## src/include/cmp_ctrl_pkg.sv

```systemverilog
/*
 Constants for the comparator control block: register offsets, bit positions,
 reset values and event-select encodings.
 Assumes an 8-bit register port driven by the core clock.
*/
package cmp_ctrl_pkg;
    localparam logic [1:0] OFS_CONV_B = 2'h0;
    localparam logic [1:0] OFS_CMP_CS = 2'h1;
    localparam logic [1:0] OFS_DIS = 2'h2;
    localparam int ADDR_W = 2;
    localparam int BIT_MUXUSE = 6;
    localparam int BIT_PWROFF = 7;
    localparam int BIT_REFSEL = 6;
    localparam int BIT_RESULT = 5;
    localparam int BIT_FLAG = 4;
    localparam int BIT_IEN = 3;
    localparam int BIT_NEG_OFF = 1;
    localparam int BIT_POS_OFF = 0;
    localparam logic [7:0] CONV_B_WMASK = 8'h47;
    localparam logic [7:0] DIS_WMASK = 8'h3F;
    localparam logic [7:0] RST_BYTE = 8'h00;
    localparam logic [1:0] EVT_TOGGLE = 2'h0;
    localparam logic [1:0] EVT_FALL = 2'h2;
    localparam logic [1:0] EVT_RISE = 2'h3;
    localparam logic [1:0] NEG_SEL_PIN = 2'h0;
    localparam int EVT_LSB = 0;
    localparam int EVT_W = 2;
    localparam int BIT_RSVD = 2;
    localparam logic [1:0] EVT_RESERVED = 2'h1;
endpackage

```

## src/rtl/cmp_ctrl.sv

```systemverilog
/*
 Comparator control: input selection, result synchronizer, event detection,
 event flag, interrupt request and pin buffer disables.
 Assumes the analog comparator output arrives asynchronously on CMP_RAW.
*/
// Local design decisions: the register addresses and the strobed register port.
`timescale 1ns/1ps
module cmp_ctrl
    import cmp_ctrl_pkg::*;
(
    input wire logic CORE_CLK,
    input wire logic RST_N,
    input wire logic [ADDR_W-1:0] ADDR,
    input wire logic [7:0] WDATA,
    input wire logic WR,
    input wire logic RD,
    output logic [7:0] RDATA,
    input wire logic CONVERTER_ON,
    input wire logic [1:0] CHANNEL_SELECT_LOW,
    input wire logic GLOBAL_IRQ_EN,
    input wire logic IRQ_ACK,
    input wire logic CMP_RAW,
    input wire logic POS_PIN_DIN,
    input wire logic NEG_PIN_DIN,
    output logic COMPARATOR_POWER_OFF,
    output logic POS_SEL_INTERNAL_REF,
    output logic NEG_SEL_MUX,
    output logic [1:0] NEG_CHANNEL,
    output logic POS_PIN_BUFFER_OFF,
    output logic NEG_PIN_BUFFER_OFF,
    output logic POS_PIN_IN,
    output logic NEG_PIN_IN,
    output logic COMPARE_IRQ
);

    ////////////////////////////////////////////////////////////////////////
    // Registers
    logic [7:0] conv_b;
    logic [7:0] dis;
    logic power_off;
    logic ref_on_pos;
    logic irq_en;
    logic [1:0] evt_sel;
    logic evt_flag;
    logic compare_result;
    logic result_prev;
    logic event_pulse;
    logic wr_conv_b;
    logic wr_cs;
    logic wr_dis;
    logic [7:0] next_rdata;
    logic pos_sync;
    logic neg_sync;

    assign wr_conv_b = WR && (ADDR == OFS_CONV_B);
    assign wr_cs = WR && (ADDR == OFS_CMP_CS);
    assign wr_dis = WR && (ADDR == OFS_DIS);

    always_ff @(posedge CORE_CLK) begin
        if (!RST_N) begin
            conv_b <= RST_BYTE;
        end else if (wr_conv_b) begin
            conv_b <= WDATA & CONV_B_WMASK;
        end
    end

    always_ff @(posedge CORE_CLK) begin
        if (!RST_N) begin
            dis <= RST_BYTE;
        end else if (wr_dis) begin
            dis <= WDATA & DIS_WMASK;
        end
    end

    always_ff @(posedge CORE_CLK) begin
        if (!RST_N) begin
            power_off <= 1'b0;
            ref_on_pos <= 1'b0;
            irq_en <= 1'b0;
            evt_sel <= EVT_TOGGLE;
        end else if (wr_cs) begin
            power_off <= WDATA[BIT_PWROFF];
            ref_on_pos <= WDATA[BIT_REFSEL];
            irq_en <= WDATA[BIT_IEN];
            evt_sel <= WDATA[EVT_LSB +: EVT_W];
        end
    end

    ////////////////////////////////////////////////////////////////////////
    // Input selection
    assign COMPARATOR_POWER_OFF = power_off;
    assign POS_SEL_INTERNAL_REF = ref_on_pos;
    assign NEG_SEL_MUX = conv_b[BIT_MUXUSE] && !CONVERTER_ON;
    assign NEG_CHANNEL = NEG_SEL_MUX ? CHANNEL_SELECT_LOW : NEG_SEL_PIN;

    ////////////////////////////////////////////////////////////////////////
    // Result synchronizer and event detection
    cmp_sync u_result_sync (
        .clk(CORE_CLK),
        .rst_n(RST_N),
        .d(CMP_RAW),
        .q(compare_result)
    );

    always_ff @(posedge CORE_CLK) begin
        if (!RST_N) begin
            result_prev <= 1'b0;
        end else begin
            result_prev <= compare_result;
        end
    end

    always_comb begin
        case (evt_sel)
            EVT_TOGGLE: event_pulse = compare_result ^ result_prev;
            EVT_FALL: event_pulse = !compare_result && result_prev;
            EVT_RISE: event_pulse = compare_result && !result_prev;
            default: event_pulse = 1'b0;
        endcase
    end

    // Set wins over any clear in the same cycle
    always_ff @(posedge CORE_CLK) begin
        if (!RST_N) begin
            evt_flag <= 1'b0;
        end else if (event_pulse) begin
            evt_flag <= 1'b1;
        end else if (IRQ_ACK) begin
            evt_flag <= 1'b0;
        end else if (wr_cs && WDATA[BIT_FLAG]) begin
            evt_flag <= 1'b0;
        end
    end

    assign COMPARE_IRQ = evt_flag && irq_en && GLOBAL_IRQ_EN;

    ////////////////////////////////////////////////////////////////////////
    // Pin digital input buffers
    cmp_sync u_pos_sync (
        .clk(CORE_CLK),
        .rst_n(RST_N),
        .d(POS_PIN_DIN),
        .q(pos_sync)
    );

    cmp_sync u_neg_sync (
        .clk(CORE_CLK),
        .rst_n(RST_N),
        .d(NEG_PIN_DIN),
        .q(neg_sync)
    );

    assign POS_PIN_BUFFER_OFF = dis[BIT_POS_OFF];
    assign NEG_PIN_BUFFER_OFF = dis[BIT_NEG_OFF];

    always_ff @(posedge CORE_CLK) begin
        if (!RST_N) begin
            POS_PIN_IN <= 1'b0;
            NEG_PIN_IN <= 1'b0;
        end else begin
            POS_PIN_IN <= pos_sync && !dis[BIT_POS_OFF];
            NEG_PIN_IN <= neg_sync && !dis[BIT_NEG_OFF];
        end
    end

    ////////////////////////////////////////////////////////////////////////
    // Read port
    always_comb begin
        next_rdata = RST_BYTE;
        if (ADDR == OFS_CONV_B) begin
            next_rdata = conv_b;
        end else if (ADDR == OFS_CMP_CS) begin
            next_rdata = {power_off, ref_on_pos, compare_result, evt_flag,
                          irq_en, 1'b0, evt_sel};
        end else if (ADDR == OFS_DIS) begin
            next_rdata = dis;
        end
    end

    always_ff @(posedge CORE_CLK) begin
        if (!RST_N) begin
            RDATA <= RST_BYTE;
        end else if (RD) begin
            RDATA <= next_rdata;
        end else begin
            RDATA <= RST_BYTE;
        end
    end

    ////////////////////////////////////////////////////////////////////////
    // Checks
    a_flag_set_event: assert property (@(posedge CORE_CLK) disable iff (!RST_N)
        event_pulse |=> evt_flag)
        else $error("event flag not set after event");

    a_flag_write_clear: assert property (@(posedge CORE_CLK) disable iff (!RST_N)
        (wr_cs && WDATA[BIT_FLAG] && !event_pulse) |=> !evt_flag)
        else $error("event flag not cleared by write one");

    a_flag_ack_clear: assert property (@(posedge CORE_CLK) disable iff (!RST_N)
        (IRQ_ACK && !event_pulse) |=> !evt_flag)
        else $error("event flag not cleared by vector");

    a_flag_zero_keep: assert property (@(posedge CORE_CLK) disable iff (!RST_N)
        (evt_flag && wr_cs && !WDATA[BIT_FLAG] && !IRQ_ACK) |=> evt_flag)
        else $error("writing zero changed event flag");

    a_irq_gating: assert property (@(posedge CORE_CLK) disable iff (!RST_N)
        (wr_cs && !WDATA[BIT_IEN]) |=> !COMPARE_IRQ)
        else $error("interrupt request with enable cleared");

    a_result_delay: assert property (@(posedge CORE_CLK) disable iff (!RST_N)
        $rose(compare_result) |-> $past(CMP_RAW, 2))
        else $error("result not two stages behind raw output");

    a_rise_detect: assert property (@(posedge CORE_CLK) disable iff (!RST_N)
        (evt_sel == EVT_RISE && $rose(compare_result)) |=> evt_flag)
        else $error("rising edge missed");

    a_fall_only: assert property (@(posedge CORE_CLK) disable iff (!RST_N)
        (evt_sel == EVT_FALL && $rose(compare_result) && !evt_flag) |=> !evt_flag)
        else $error("falling select fired on other transition");

    a_neg_mux: assert property (@(posedge CORE_CLK) disable iff (!RST_N)
        CONVERTER_ON |-> !NEG_SEL_MUX)
        else $error("mux used while converter on");

    a_pin_forced: assert property (@(posedge CORE_CLK) disable iff (!RST_N)
        dis[BIT_POS_OFF] |=> !POS_PIN_IN)
        else $error("disabled pin input not zero");

    a_reserved_zero: assert property (@(posedge CORE_CLK) disable iff (!RST_N)
        (RD && ADDR == OFS_CMP_CS) |=> !RDATA[BIT_RSVD])
        else $error("reserved bit read as one");

    // Event decode, flag hold, result synchronizer and result/flag read-back
    a_toggle_detect: assert property (@(posedge CORE_CLK) disable iff (!RST_N)
        (evt_sel == EVT_TOGGLE && $changed(compare_result)) |=> evt_flag)
        else $error("toggle missed");

    a_fall_detect: assert property (@(posedge CORE_CLK) disable iff (!RST_N)
        (evt_sel == EVT_FALL && $fell(compare_result)) |=> evt_flag)
        else $error("falling edge missed");

    a_rise_only: assert property (@(posedge CORE_CLK) disable iff (!RST_N)
        (evt_sel == EVT_RISE && $fell(compare_result) && !evt_flag) |=> !evt_flag)
        else $error("rising select fired on falling edge");

    a_reserved_quiet: assert property (@(posedge CORE_CLK) disable iff (!RST_N)
        (evt_sel == EVT_RESERVED && !evt_flag) |=> !evt_flag)
        else $error("reserved select raised the flag");

    a_flag_hold: assert property (@(posedge CORE_CLK) disable iff (!RST_N)
        (evt_flag && !wr_cs && !IRQ_ACK) |=> evt_flag)
        else $error("event flag dropped without a clear");

    a_result_fall: assert property (@(posedge CORE_CLK) disable iff (!RST_N)
        $fell(compare_result) |-> !$past(CMP_RAW, 2))
        else $error("result fell out of step with raw output");

    a_result_read: assert property (@(posedge CORE_CLK) disable iff (!RST_N)
        (RD && ADDR == OFS_CMP_CS) |=> (RDATA[BIT_RESULT] == $past(compare_result)))
        else $error("result bit read wrong");

    a_flag_read: assert property (@(posedge CORE_CLK) disable iff (!RST_N)
        (RD && ADDR == OFS_CMP_CS) |=> (RDATA[BIT_FLAG] == $past(evt_flag)))
        else $error("flag bit read wrong");

    // Interrupt request
    a_irq_global: assert property (@(posedge CORE_CLK) disable iff (!RST_N)
        !GLOBAL_IRQ_EN |-> !COMPARE_IRQ)
        else $error("interrupt request without global enable");

    a_ien_write: assert property (@(posedge CORE_CLK) disable iff (!RST_N)
        wr_cs |=> (irq_en == $past(WDATA[BIT_IEN])))
        else $error("interrupt enable not written");

    // Input selection and pins
    a_power_off_write: assert property (@(posedge CORE_CLK) disable iff (!RST_N)
        wr_cs |=> (COMPARATOR_POWER_OFF == $past(WDATA[BIT_PWROFF])))
        else $error("power-off bit not applied");

    a_ref_select_write: assert property (@(posedge CORE_CLK) disable iff (!RST_N)
        wr_cs |=> (POS_SEL_INTERNAL_REF == $past(WDATA[BIT_REFSEL])))
        else $error("reference select not applied");

    a_mux_channel: assert property (@(posedge CORE_CLK) disable iff (!RST_N)
        (conv_b[BIT_MUXUSE] && !CONVERTER_ON) |->
            (NEG_SEL_MUX && NEG_CHANNEL == CHANNEL_SELECT_LOW))
        else $error("channel not routed to negative input");

    a_neg_pin_default: assert property (@(posedge CORE_CLK) disable iff (!RST_N)
        !conv_b[BIT_MUXUSE] |-> (!NEG_SEL_MUX && NEG_CHANNEL == NEG_SEL_PIN))
        else $error("negative pin not selected with mux bit clear");

    a_channel_idle: assert property (@(posedge CORE_CLK) disable iff (!RST_N)
        !NEG_SEL_MUX |-> (NEG_CHANNEL == NEG_SEL_PIN))
        else $error("channel code not idle while pin selected");

    a_neg_forced: assert property (@(posedge CORE_CLK) disable iff (!RST_N)
        dis[BIT_NEG_OFF] |=> !NEG_PIN_IN)
        else $error("disabled negative pin input not zero");

    a_pos_pin_pass: assert property (@(posedge CORE_CLK) disable iff (!RST_N)
        !dis[BIT_POS_OFF] |=> (POS_PIN_IN == $past(pos_sync)))
        else $error("enabled positive pin input not passed");

    a_neg_pin_pass: assert property (@(posedge CORE_CLK) disable iff (!RST_N)
        !dis[BIT_NEG_OFF] |=> (NEG_PIN_IN == $past(neg_sync)))
        else $error("enabled negative pin input not passed");

    a_dis_write: assert property (@(posedge CORE_CLK) disable iff (!RST_N)
        wr_dis |=> ({NEG_PIN_BUFFER_OFF, POS_PIN_BUFFER_OFF} ==
            $past({WDATA[BIT_NEG_OFF], WDATA[BIT_POS_OFF]})))
        else $error("buffer disable bits not applied");

endmodule

```

## src/rtl/cmp_sync.sv

```systemverilog
/*
 Two-flop synchronizer for one level.
 Assumes the input is asynchronous to clk.
*/
`timescale 1ns/1ps
module cmp_sync (
    input wire logic clk,
    input wire logic rst_n,
    input wire logic d,
    output logic q
);
    logic meta;

    always_ff @(posedge clk) begin
        if (!rst_n) begin
            meta <= 1'b0;
            q <= 1'b0;
        end else begin
            meta <= d;
            q <= meta;
        end
    end
endmodule

```

## config.mk

```make
export PLATFORM = sky130hd
export DESIGN_NAME = cmp_ctrl
export DESIGN_NICKNAME = d
export VERILOG_FILES = /design/src/include/cmp_ctrl_pkg.sv /design/src/rtl/cmp_ctrl.sv /design/src/rtl/cmp_sync.sv
export SDC_FILE = /design/constraint.sdc
export NUM_CORES = 1
export LEC_CHECK = 0
export BUFFER_PORTS_ARGS = -buffer_cell sky130_fd_sc_hd__buf_4
export CORE_UTILIZATION = 53
export CTS_CLUSTER_DIAMETER = 150
export DETAILED_ROUTE_END_ITERATION = 7
export HOLD_SLACK_MARGIN = 0.06
export PLACE_DENSITY = 0.82
export RECOVER_POWER = 100
export SYNTH_ARGS = -nofsm -noshare
export SYNTH_HDL_FRONTEND = slang
export SYNTH_SLANG_ARGS = --single-unit
```

## constraint.sdc

```tcl
create_clock -name CORE_CLK -period 3.45 [get_ports CORE_CLK]
set_input_delay 0.69 -clock CORE_CLK [delete_from_list [all_inputs] [get_ports CORE_CLK]]
set_output_delay 0.69 -clock CORE_CLK [all_outputs]
set_load 0.05 [all_outputs]
```

* Yosys cells after proc, flatten, opt, wreduce, memory -nomap -nowiden *
Cells that the tools add are included.

storage, ports and cells
  register bits = 33
  bits of input ports = 22
  output and inout port bits = 18

operators by class
  bitwise gates (word level) = 2
  eq/ne operators = 4
  reduce and logical (&&, ||, !) cells = 21
  muxes and demuxes = 8

operators by type and width
  operator                                              count
  logical AND 1 bit                                     11
  2-to-1 mux 8 bit                                      1
  2-to-1 mux 7 bit                                      1
  equality test 2 bit (second input constant)           3
  2-to-1 mux 6 bit                                      1
  zero test 1 bit                                       5
  zero test 2 bit                                       2
  2-to-1 mux 1 bit                                      3
  one-hot mux 1 bit (3 select lines)                    1
  nonzero test 3 bit                                    1
  equality test 2 x 1 -> 1 bit (second input constant)  1
  2-to-1 mux 2 bit                                      1
  AND reduction 2 bit                                   1
  OR reduction 2 bit                                    1
  NOT 1 bit                                             1
  XOR 1 bit                                             1

* Longest topological paths before layout *
Gate-level depths: netlist of run 1.

  depth in word-level cells = 6
  depth in mapped cells = 5
  depth with buffers taken out = 5

* Cells and area by module *
From an unflattened synthesis of run 1, not the netlist that was laid out.

unflattened totals
  cells, all modules = 131
  area total of the unflattened synthesis = 1300.0 µm²

modules (own cells, without submodules)
  module    cells each  area an instance (µm²)  instances  sequential area each (µm²)
  cmp_ctrl  119         1142.3                  1          540.5
  cmp_sync  4           52.6                    3          40.0

* Least setup slack after synthesis of run 1 *
Ideal clock, no wire load.

  kind = in2out
  from = input port CONVERTER_ON
  to = output port NEG_CHANNEL[0]
  path slack = 794 ps
  path buffers = 0
  required time = 2760 ps
  stages on the path = 2
  arrival = 1966 ps
  path through = nor2b_1 > and2_1

between the ends
  longest elaborated chain between the ends = 3

RTL lines
  element            line            RTL
  from (decl)        cmp_ctrl.sv:18  input wire logic CONVERTER_ON,
  zero test 1 bit    cmp_ctrl.sv:93  assign NEG_SEL_MUX = conv_b[BIT_MUXUSE] && !CONVERTER_ON;
  logical AND 1 bit  cmp_ctrl.sv:93
  2-to-1 mux 2 bit   cmp_ctrl.sv:94  assign NEG_CHANNEL = NEG_SEL_MUX ? CHANNEL_SELECT_LOW : NEG_SEL_PIN;
  to (decl)          cmp_ctrl.sv:28  output logic [1:0] NEG_CHANNEL,

Every way passes these cells.

* Worst setup path after layout of run 1 *
Same ends and word-level chain as after synthesis.

==> impl_metrics.env, run 1 <==
export IMPL_status="complete, no violations"
export IMPL_drtIter0Drc=24
export IMPL_final_hold_viol_count=0
export IMPL_p_leak_nw=0.6044
export IMPL_post_cts_resized=0
export IMPL_path_class="primary input to primary output"
export IMPL_crit_path_cell_trace="buf_4, nor2b_1, and2_1, clkbuf_1"
export IMPL_pwr_share_comb_pct=11.3
export IMPL_initial_core_util_pct=57.27
export IMPL_max_stage_delay_ns=0.46
export IMPL_synth_seq_cells=33
export IMPL_clock_root_buffer="clkbuf_4"
export IMPL_detail_route_antenna_nets=0
export IMPL_yosysUniqueCellTypes=25
export IMPL_synth_cells=131
export IMPL_worst_hold_path_type="flip-flop to flip-flop"
export IMPL_layout_commonest_cell="dfxtp_1"
export IMPL_num_io_pins=40
export IMPL_clock_power_share_pct=30.0
export IMPL_slew_violations=0
export IMPL_dp_hpwl_um=1894
export IMPL_finalCritPeriodShare_pct=65.73
export IMPL_core_um2=2255
export IMPL_syn_area_um2=1291
export IMPL_clockBufferDepth=2
export IMPL_setup_violations=0
export IMPL_fp_dieW_um=51.36
export IMPL_cts_tree="built"
export IMPL_nNetsFinal=194
export IMPL_setup_worst_path_end_class="primary output"
export IMPL_n_antenna_cell=0
export IMPL_drv_cap=0
export IMPL_skew_ns=0.01203
export IMPL_synthFlopType="dfxtp_1"
export IMPL_syn2layout_area_growth_pct=19.77
export IMPL_antenna_found_initial=0
export IMPL_io_buffers=39
export IMPL_whs_ns=0.4078
export IMPL_yosysWarnings=0
export IMPL_p_sw_w=0.0001765
export IMPL_post_drt_via_cell_ratio=5.211
export IMPL_cts_buffers=5
export IMPL_cts_sinks=33
export IMPL_crit_family="buffers and inverters"
export IMPL_avgSynthCellArea_um2=9.857
export IMPL_synth_seq_area_share_pct=51.16
export IMPL_routabilityCongestion=0.7785
export IMPL_clock_latency_ns=0.34
export IMPL_slew_headroom_pct=39.02
export IMPL_p_per_area_nw_per_um2=439.6
export IMPL_ir_drop_v=0.0003395
export IMPL_max_clock_freq_mhz=441.0
export IMPL_grt_pass1_wl_um=4333
export IMPL_route_detailed_drc=0
export IMPL_power_w=0.0006798
export IMPL_sw_frac_of_total_pct=25.96
export IMPL_vias=1037
export IMPL_grt_overflow_total=0
export IMPL_num_rows=17
export IMPL_layout_common_cells="33 x dfxtp_1, 20 x clkbuf_1, 20 x buf_4, 18 x nand2_1"
export IMPL_worst_pin_slew_ns=0.9148
export IMPL_grt_max_degree=28
export IMPL_mappedNetlistNets=155
export IMPL_finalSetupTns_ns=0
export IMPL_internal_power_w=0.0005034
export IMPL_grt_usage_pct=23.21
export IMPL_drive_gt1_share_pct=16.96
export IMPL_rsz0062_at_grt="false"
export IMPL_cp_required_ns=2.76
export IMPL_pwr_share_seq_pct=58.7
export IMPL_dieArea_um2=2638
export IMPL_crit_slowest_cell="clkbuf_1"
export IMPL_cp_max_fo=3
export IMPL_period_needed_ns=2.268
export IMPL_dieHeight_um=51.36
export IMPL_postCtsSetupBuffers=0
export IMPL_grt_pass1_vias=945
export IMPL_wl_um=2708
export IMPL_post_drt_wl_per_cell_um=13.61
export IMPL_synth_edf_count=0
export IMPL_ctsHoldBuffers=0
export IMPL_firstDrtPassIters=4
export IMPL_clk_pin_slew_ns=0.10
export IMPL_setup_worst_path_start_class="primary input"
export IMPL_cp_num_buf_inv=2
export IMPL_crit_arrival_ns=1.58
export IMPL_htreeDepth=2
export IMPL_async_reset_ff_share_pct=0
==> area by class of cell <==
| class | instances | area (um^2) |
|---|---|---|
| fill | 199 | 708.2 |
| sequential | 33 | 660.6 |
| multi-input combinational | 89 | 570.5 |
| timing repair buffer | 39 | 221.5 |
| clock buffer | 6 | 41.29 |
| tap | 28 | 35.03 |
| clock inverter | 2 | 10.01 |
| inverter | 2 | 7.507 |
==> power groups by stage <==
stage	sequential (W)	clock, W	combinational, W
after global placement	0.000407	0	0.0000781
after detailed placement	0.000408	0	0.0000804
after global routing	0.000400	0.000227	0.0000833
final	0.000399	0.000204	0.0000771
after floorplan	0.000416	0	0.0000410
after CTS	0.000399	0.000210	0.0000807
==> metrics by stage <==
| step | cells | worst slack, ns | utilization, % | instance area, um^2 |
|---|---|---|---|---|
| 4_1_cts | 199 | 1.441 | 71.75 | 1618 |
| 2_1_floorplan | 131 | 0.7937 | - | 1291 |
| 3_5_place_dp | 191 | 1.444 | 69.48 | 1567 |
| 3_3_place_gp | 191 | 1.504 | 69.48 | 1567 |
| 6_report | 199 | 1.182 | 68.59 | 1546 |
| 5_1_grt | 199 | 1.092 | 68.59 | 1546 |
==> tightest hold or removal path: cells and delay by family (launching register included) <==
kind,cells,cell delay (ns)
flops,1,0.31
simple gates,2,0.08
==> final timing paths <==
check                           depth (start not counted)                     to                  startpoint  slack (ns)
worst min register to register                          2  POS_PIN_IN$_SDFF_PN0_     u_pos_sync.q$_SDFF_PN0_        0.41
worst max-delay path                                    4         NEG_CHANNEL[0]                CONVERTER_ON        1.18
worst max register to register                          5  evt_flag$_SDFFE_PN0P_  u_result_sync.q$_SDFF_PN0_        2.08
worst min-delay path                                    2  POS_PIN_IN$_SDFF_PN0_     u_pos_sync.q$_SDFF_PN0_        0.41
==> registers in the layout, summed over array words and instances, names as in the netlist <==
signal and cells:
RDATA 8, COMPARATOR_POWER_OFF 1, u_result_sync.meta 1, u_neg_sync.q 1, NEG_PIN_IN 1, evt_sel 2
conv_b 4, POS_SEL_INTERNAL_REF 1, dis 6, result_prev 1, u_pos_sync.q 1, u_neg_sync.meta 1
irq_en 1, u_pos_sync.meta 1, u_result_sync.q 1, evt_flag 1, POS_PIN_IN 1
==> per-layer routing <==
metal,track usage (%),up-vias,wire length [um]
li1,-,522,-
met1,26.62,484,1163
met2,37.01,25,1350
met3,8.333,6,149
met4,13.06,0,44
met5,0,-,0
==> logic make-up (layout without fill, tap and decap cells) <==
kind of cell    Yosys count  in the layout  synth area share [%]
compound gates           19             19                 11.53
mux                       8              8                 6.202
buf+inv                   9             49                 4.651
simple gates             60             60                 24.51
fa+ha+maj                 2              2                 1.938
flops                    33             33                 51.16
==> cells in the mapped netlist, types with 2 or more instances <==
cell type  instances  area [um^2]
a21boi_0          10        75.07
a22oi_1            3        22.52
a2bb2oi_1          2        17.52
and2_1             9        56.30
buf_6              3        33.78
clkbuf_1           3        11.26
dfxtp_1           33        660.6
ha_1               2        25.02
inv_1              2        7.510
mux2i_1            8        80.08
nand2_1           18        67.56
nand3_1           11        55.05
nand3b_1           2        15.01
nor2_1             8        30.03
nor2b_1            5        31.28
nor3_1             3        15.01
No activity file was read; power rests on OpenSTA's default activity.
==> inputs of run 2 (changes only) <==
--- a/config.mk
+++ b/config.mk
@@ -6,11 +6,11 @@
 export NUM_CORES = 1
 export LEC_CHECK = 0
 export BUFFER_PORTS_ARGS = -buffer_cell sky130_fd_sc_hd__buf_4
-export CORE_UTILIZATION = 53
+export CORE_UTILIZATION = 49
 export CTS_CLUSTER_DIAMETER = 150
 export DETAILED_ROUTE_END_ITERATION = 7
 export HOLD_SLACK_MARGIN = 0.06
-export PLACE_DENSITY = 0.82
+export PLACE_DENSITY = 0.77
 export RECOVER_POWER = 100
 export SYNTH_ARGS = -nofsm -noshare
 export SYNTH_HDL_FRONTEND = slang
==> constraint.sdc (replaced) <==
create_clock -name CORE_CLK -period 2.35 [get_ports CORE_CLK]
set_input_delay 0.47 -clock CORE_CLK [delete_from_list [all_inputs] [get_ports CORE_CLK]]
set_output_delay 0.47 -clock CORE_CLK [all_outputs]
set_load 0.05 [all_outputs]
==> impl_metrics.env, run 2 (same netlist as run 1, synthesis figures left out) <==
export IMPL_dieArea_um2=2845
export IMPL_cp_required_ns=1.88
export IMPL_grt_usage_pct=20.93
export IMPL_initial_core_util_pct=52.12
export IMPL_pwr_share_seq_pct=58.0
export IMPL_sw_frac_of_total_pct=24.16
export IMPL_whs_ns=0.3527
export IMPL_ctsHoldBuffers=0
export IMPL_rsz0062_at_grt="false"
export IMPL_dp_slack_ns=0.8041
export IMPL_cts_buffers=5
export IMPL_cts_sinks=33
export IMPL_layout_common_cells="33 x dfxtp_1, 20 x clkbuf_1, 20 x buf_4, 18 x nand2_1"
export IMPL_routabilityCongestion=0.7472
export IMPL_crit_arrival_ns=1.49
export IMPL_n_antenna_cell=0
export IMPL_skew_ns=0.004279
export IMPL_detail_route_antenna_nets=0
export IMPL_holdPathStages=2
export IMPL_period_needed_ns=1.960
export IMPL_grt_pass1_wl_um=4140
export IMPL_busiest_layer="met2"
export IMPL_crit_slowest_cell="clkbuf_1"
export IMPL_p_sw_w=0.0002442
export IMPL_setup_violations=0
export IMPL_post_cts_resized=0
export IMPL_drv_cap=0
export IMPL_clock_root_buffer="clkbuf_4"
export IMPL_largest_register_ffs=8
export IMPL_clock_latency_ns=0.32
export IMPL_crit_family="buffers and inverters"
export IMPL_clockBufferDepth=2
export IMPL_slew_violations=0
export IMPL_p_leak_nw=0.6022
export IMPL_max_stage_delay_ns=0.47
export IMPL_route_detailed_drc=0
export IMPL_setup_slack_ns=0.3896
export IMPL_setup_worst_path_end_class="primary output"
export IMPL_slew_headroom_pct=35.90
export IMPL_ir_drop_v=0.0004306
export IMPL_num_io_pins=40
export IMPL_dieHeight_um=53.34
export IMPL_io_buffers=39
export IMPL_r2r_end="evt_flag$_SDFFE_PN0P_"
export IMPL_fp_dieW_um=53.34
export IMPL_firstDrtPassIters=4
export IMPL_min_to="u_neg_sync.meta$_SDFF_PN0_"
export IMPL_grt_pass1_vias=936
export IMPL_crit_path_cell_trace="nor2b_1, and2_1, clkbuf_1"
export IMPL_cp_max_fo=3
export IMPL_power_w=0.001010
export IMPL_clk_pin_slew_ns=0.09
export IMPL_htreeDepth=2
export IMPL_cp_num_buf_inv=1
export IMPL_rrSetupSlack_ns=1.00
export IMPL_post_drt_via_cell_ratio=5.225
export IMPL_grt_use_met3_pct=6.034
export IMPL_core_um2=2477
export IMPL_final_hold_viol_count=0
export IMPL_worst_pin_slew_ns=0.9614
export IMPL_setup_worst_path_start_class="flip-flop"
export IMPL_worst_hold_path_type="primary input to flip-flop"
export IMPL_layout_commonest_cell="dfxtp_1"
export IMPL_finalCritPeriodShare_pct=83.42
export IMPL_status="complete, no violations"
export IMPL_pwr_share_comb_pct=11.2
export IMPL_clock_power_share_pct=30.8
export IMPL_postCtsSetupBuffers=0
export IMPL_finalSetupTns_ns=0
export IMPL_post_drt_wl_per_cell_um=13.41
export IMPL_top_regs="RDATA x8, dis x6, conv_b x4"
export IMPL_num_fill_cells=240
export IMPL_reg2reg_depth=5
export IMPL_drtIter0Drc=16
export IMPL_wl_um=2681
export IMPL_drive_gt1_share_pct=16.47
export IMPL_dp_hpwl_um=1902
export IMPL_p_per_area_nw_per_um2=650.7
export IMPL_grt_use_met2_pct=35.83
export IMPL_timing_rr_start="u_result_sync.q$_SDFF_PN0_"
export IMPL_gr_usage_met1_pct=24.22
export IMPL_max_clock_freq_mhz=510.1
export IMPL_largest_register="RDATA"
export IMPL_cts_tree="built"
export IMPL_syn2layout_area_growth_pct=20.25
export IMPL_vias=1045
export IMPL_antenna_found_initial=0
export IMPL_path_class="flip-flop to primary output"
export IMPL_grt_max_degree=28
export IMPL_min_from="NEG_PIN_DIN"
export IMPL_grt_overflow_total=0
export IMPL_nNetsFinal=194
export IMPL_num_rows=18
export IMPL_internal_power_w=0.0007662
run 2: cell types whose count changed in the layout (fill, tap and decap cells not counted), sizes merged:
cell and delta:
clkbuf +1, clkinv -2
run 2: worst max path at each step:
stage                                start             end  slack (ns)  cells past startpoint
floorplan                     CONVERTER_ON  NEG_CHANNEL[0]        0.13                      2
global placement              CONVERTER_ON  NEG_CHANNEL[0]        0.84                      4
detailed placement            CONVERTER_ON  NEG_CHANNEL[0]        0.80                      4
CTS                 conv_b[6]$_SDFFE_PN0P_  NEG_CHANNEL[0]        0.65                      3
global route        conv_b[6]$_SDFFE_PN0P_  NEG_CHANNEL[0]        0.30                      3
finish              conv_b[6]$_SDFFE_PN0P_  NEG_CHANNEL[0]        0.39                      3
run 2: metal layers:
layer  vias to the layer above  wire (um)
li1                        519          -
met1                       479       1128
met2                        45       1372
met3                         2        166
met4                         0         13
met5                         -          0
run 2: stage by stage:
stage | cells | util, % | instance area (um^2)
floorplan | 131 | - | 1291
global placement | 193 | 63.33 | 1569
detailed placement | 193 | 63.33 | 1569
CTS | 200 | 65.56 | 1624
global route | 200 | 62.68 | 1553
finish | 200 | 62.68 | 1553
run 2: final cells by class:
cell class	count	area (um^2)	area share, %
Inverter	2	7.507	0.4835
Timing Repair Buffer	39	221.5	14.26
Clock buffer	7	55.05	3.546
Multi-Input combinational cell	89	570.5	36.74
Tap cell	30	37.54	2.417
Sequential cell	33	660.6	42.55
run 2: power by group through the flow:
| stage | clock [W] | combinational [W] | sequential (W) |
|---|---|---|---|
| 2_1_floorplan | 0 | 0.0000602 | 0.000611 |
| 3_3_place_gp | 0 | 0.000116 | 0.000598 |
| 3_5_place_dp | 0 | 0.000119 | 0.000599 |
| 4_1_cts | 0.000319 | 0.000119 | 0.000586 |
| 5_1_grt | 0.000344 | 0.000123 | 0.000588 |
| 6_report | 0.000311 | 0.000113 | 0.000586 |
==> inputs of run 3 (changes only) <==
--- a/config.mk
+++ b/config.mk
@@ -5,12 +5,13 @@
 export SDC_FILE = /design/constraint.sdc
 export NUM_CORES = 1
 export LEC_CHECK = 0
+export ABC_AREA = 1
 export BUFFER_PORTS_ARGS = -buffer_cell sky130_fd_sc_hd__buf_4
-export CORE_UTILIZATION = 49
+export CORE_UTILIZATION = 44
 export CTS_CLUSTER_DIAMETER = 150
 export DETAILED_ROUTE_END_ITERATION = 7
 export HOLD_SLACK_MARGIN = 0.06
-export PLACE_DENSITY = 0.77
+export PLACE_DENSITY = 0.73
 export RECOVER_POWER = 100
 export SYNTH_ARGS = -nofsm -noshare
 export SYNTH_HDL_FRONTEND = slang
==> constraint.sdc (replaced) <==
create_clock -name CORE_CLK -period 1.7 [get_ports CORE_CLK]
set_input_delay 0.34 -clock CORE_CLK [delete_from_list [all_inputs] [get_ports CORE_CLK]]
set_output_delay 0.34 -clock CORE_CLK [all_outputs]
set_load 0.05 [all_outputs]
==> impl_metrics.env, run 3 <==
export IMPL_drv_cap=0
export IMPL_ir_drop_v=0.0007559
export IMPL_initial_core_util_pct=48.26
export IMPL_ctsHoldBuffers=0
export IMPL_num_rows=18
export IMPL_mappedNetlistNets=189
export IMPL_layout_commonest_cell="nor2_1"
export IMPL_worst_pin_slew_ns=0.9005
export IMPL_post_drt_wl_per_cell_um=11.68
export IMPL_drtIter0Drc=29
export IMPL_synth_seq_cells=33
export IMPL_place_area_um2=1572
export IMPL_finalSetupTns_ns=0
export IMPL_p_per_area_nw_per_um2=946.5
export IMPL_n_antenna_cell=0
export IMPL_syn_area_um2=1250
export IMPL_detail_route_antenna_nets=0
export IMPL_max_stage_delay_ns=0.36
export IMPL_cp_max_fo=3
export IMPL_grt_pass1_vias=1121
export IMPL_num_io_pins=40
export IMPL_antenna_found_initial=0
export IMPL_layout_common_cells="35 x nor2_1, 34 x nand2_1, 33 x dfxtp_1, 21 x buf_4, 19 x inv_1"
export IMPL_nNetsFinal=233
export IMPL_yosysTopAreaCell="dfxtp_1"
export IMPL_top_regs="RDATA x8, dis x6, conv_b x4"
export IMPL_status="complete, no violations"
export IMPL_vias=1155
export IMPL_p_leak_nw=0.7758
export IMPL_syn2layout_area_growth_pct=26.63
export IMPL_grt_overflow_total=0
export IMPL_dieHeight_um=55.30
export IMPL_avgSynthCellArea_um2=7.575
export IMPL_slew_violations=0
export IMPL_clock_latency_ns=0.34
export IMPL_crit_path_cell_trace="inv_1, nor3b_1, buf_2"
export IMPL_cts_tree="built"
export IMPL_yosysUniqueCellTypes=18
export IMPL_crit_slowest_cell="dfxtp_1"
export IMPL_grt_pass1_wl_um=4871
export IMPL_htreeDepth=2
export IMPL_yosysTopAreaCellShare_pct=52.85
export IMPL_cp_required_ns=1.36
export IMPL_clk_pin_slew_ns=0.10
export IMPL_synthFlopType="dfxtp_1"
export IMPL_skew_ns=0.001049
export IMPL_dieArea_um2=3058
export IMPL_setup_worst_path_start_class="flip-flop"
export IMPL_worst_hold_path_type="primary input to flip-flop"
export IMPL_max_clock_freq_mhz=640.4
export IMPL_firstDrtPassIters=4
export IMPL_grt_max_degree=27
export IMPL_power_w=0.001498
export IMPL_clock_root_buffer="clkbuf_4"
export IMPL_num_fill_cells=245
export IMPL_yosysWarnings=0
export IMPL_route_detailed_drc=0
export IMPL_fp_dieW_um=55.30
export IMPL_grt_usage_pct=20.79
export IMPL_finalInstanceArea_um2=1583
export IMPL_period_needed_ns=1.562
export IMPL_wl_um=2804
export IMPL_setup_worst_path_end_class="primary output"
export IMPL_ys_top_cells_by_area="dfxtp_1 53%, nor2_1 11%, nand2_1 10%, o21ai_0 6.4%, inv_1 5.7%"
export IMPL_final_hold_viol_count=0
export IMPL_dp_cells=232
export IMPL_largest_register="RDATA"
export IMPL_slew_headroom_pct=39.97
export IMPL_post_drt_via_cell_ratio=4.813
export IMPL_path_class="flip-flop to primary output"
export IMPL_finalCritPeriodShare_pct=91.86
export IMPL_routabilityCongestion=0.7942
export IMPL_ys_top_cells_by_count="35 x nor2_1, 34 x nand2_1, 33 x dfxtp_1"
export IMPL_async_reset_ff_share_pct=0
export IMPL_io_buffers=39
export IMPL_crit_arrival_ns=1.22
export IMPL_postCtsSetupBuffers=0
export IMPL_core_um2=2590
export IMPL_drive_gt1_share_pct=21.43
export IMPL_dp_hpwl_um=2069
export IMPL_synth_edf_count=0
export IMPL_whs_ns=0.1760
export IMPL_synth_cells=165
export IMPL_synth_most_common_cell="nor2_1"
export IMPL_fin_cells=240
export IMPL_rsz0062_at_grt="false"
export IMPL_cts_buffers=5
export IMPL_post_cts_resized=0
export IMPL_setup_violations=0
export IMPL_largest_register_ffs=8
export IMPL_synth_seq_area_share_pct=52.85
export IMPL_clockBufferDepth=2
export IMPL_cts_sinks=33
==> run 3: cell count changes in the layout (fill, tap and decap cells not counted), moves of 6 or more <==
cell | before | now
nand3_1 | 11 | 3
nand2_1 | 18 | 34
nor2_1 | 8 | 35
a21oi_1 | 0 | 6
clkbuf_2 | 0 | 6
inv_1 | 2 | 19
a21boi_0 | 11 | 0
mux2i_1 | 8 | 0
clkbuf_1 | 20 | 11
o21ai_0 | 0 | 16
==> run 3: critical path: cells and delay by family, from the launching register on <==
kind / cells / cell delay, ns
and+or+nand+nor: 1 / 0.17
DFF: 1 / 0.36
buffers and inverters: 2 / 0.36
==> run 3: cells by family after synthesis <==
family	after synthesis	share of synthesized area [%]
buf+inv	26	7.907
simple gates	81	27.83
fa+ha+maj	2	2.002
compound gates	23	9.410
flops	33	52.85
==> run 3: routing by layer <==
metal  GRT usage (%)  vias to the layer above  share of wire, %
li1                -                      594                 -
met1           23.52                      528                43
met2           34.77                       28                49
met3           8.197                        5               5.8
met4           8.571                        0               2.0
met5               0                        -                 0
==> run 3: metrics by stage <==
step	setup slack (ns)	utilization (%)
floorplan	-0.1763	-
global placement	0.4970	60.68
detailed placement	0.4511	60.68
CTS	0.1374	63.38
global route	0.03928	61.11
finish	0.1385	61.11
==> run 3: path summary, 6_finish.rpt <==
path	slack, ns	end	depth (start not counted)	from
worst min register to register	0.42	POS_PIN_IN$_SDFF_PN0_	2	u_pos_sync.q$_SDFF_PN0_
worst min-delay path	0.18	u_neg_sync.meta$_SDFF_PN0_	3	NEG_PIN_DIN
worst max register to register	0.60	evt_flag$_SDFFE_PN0P_	5	u_result_sync.q$_SDFF_PN0_
worst max-delay path	0.14	NEG_CHANNEL[0]	3	conv_b[6]$_SDFFE_PN0P_
==> run 3: layout make-up <==
type	count	area (um^2)	share of cell area, %
tap	30	37.54	2.372
sequential	33	660.6	41.74
multi-input combinational	106	490.5	30.99
clock inverter	1	5.005	0.3162
clock buffer	7	65.06	4.111
inverter	24	90.09	5.692
timing repair buffer	39	234.0	14.78
==> run 3: where the power goes <==
group / switching [W] / leakage, nW / internal, W
Sequential: 0.0000181 / 0.270 / 0.000804
Clock: 0.000263 / 0.0413 / 0.000239
Combinational: 0.000111 / 0.465 / 0.0000636
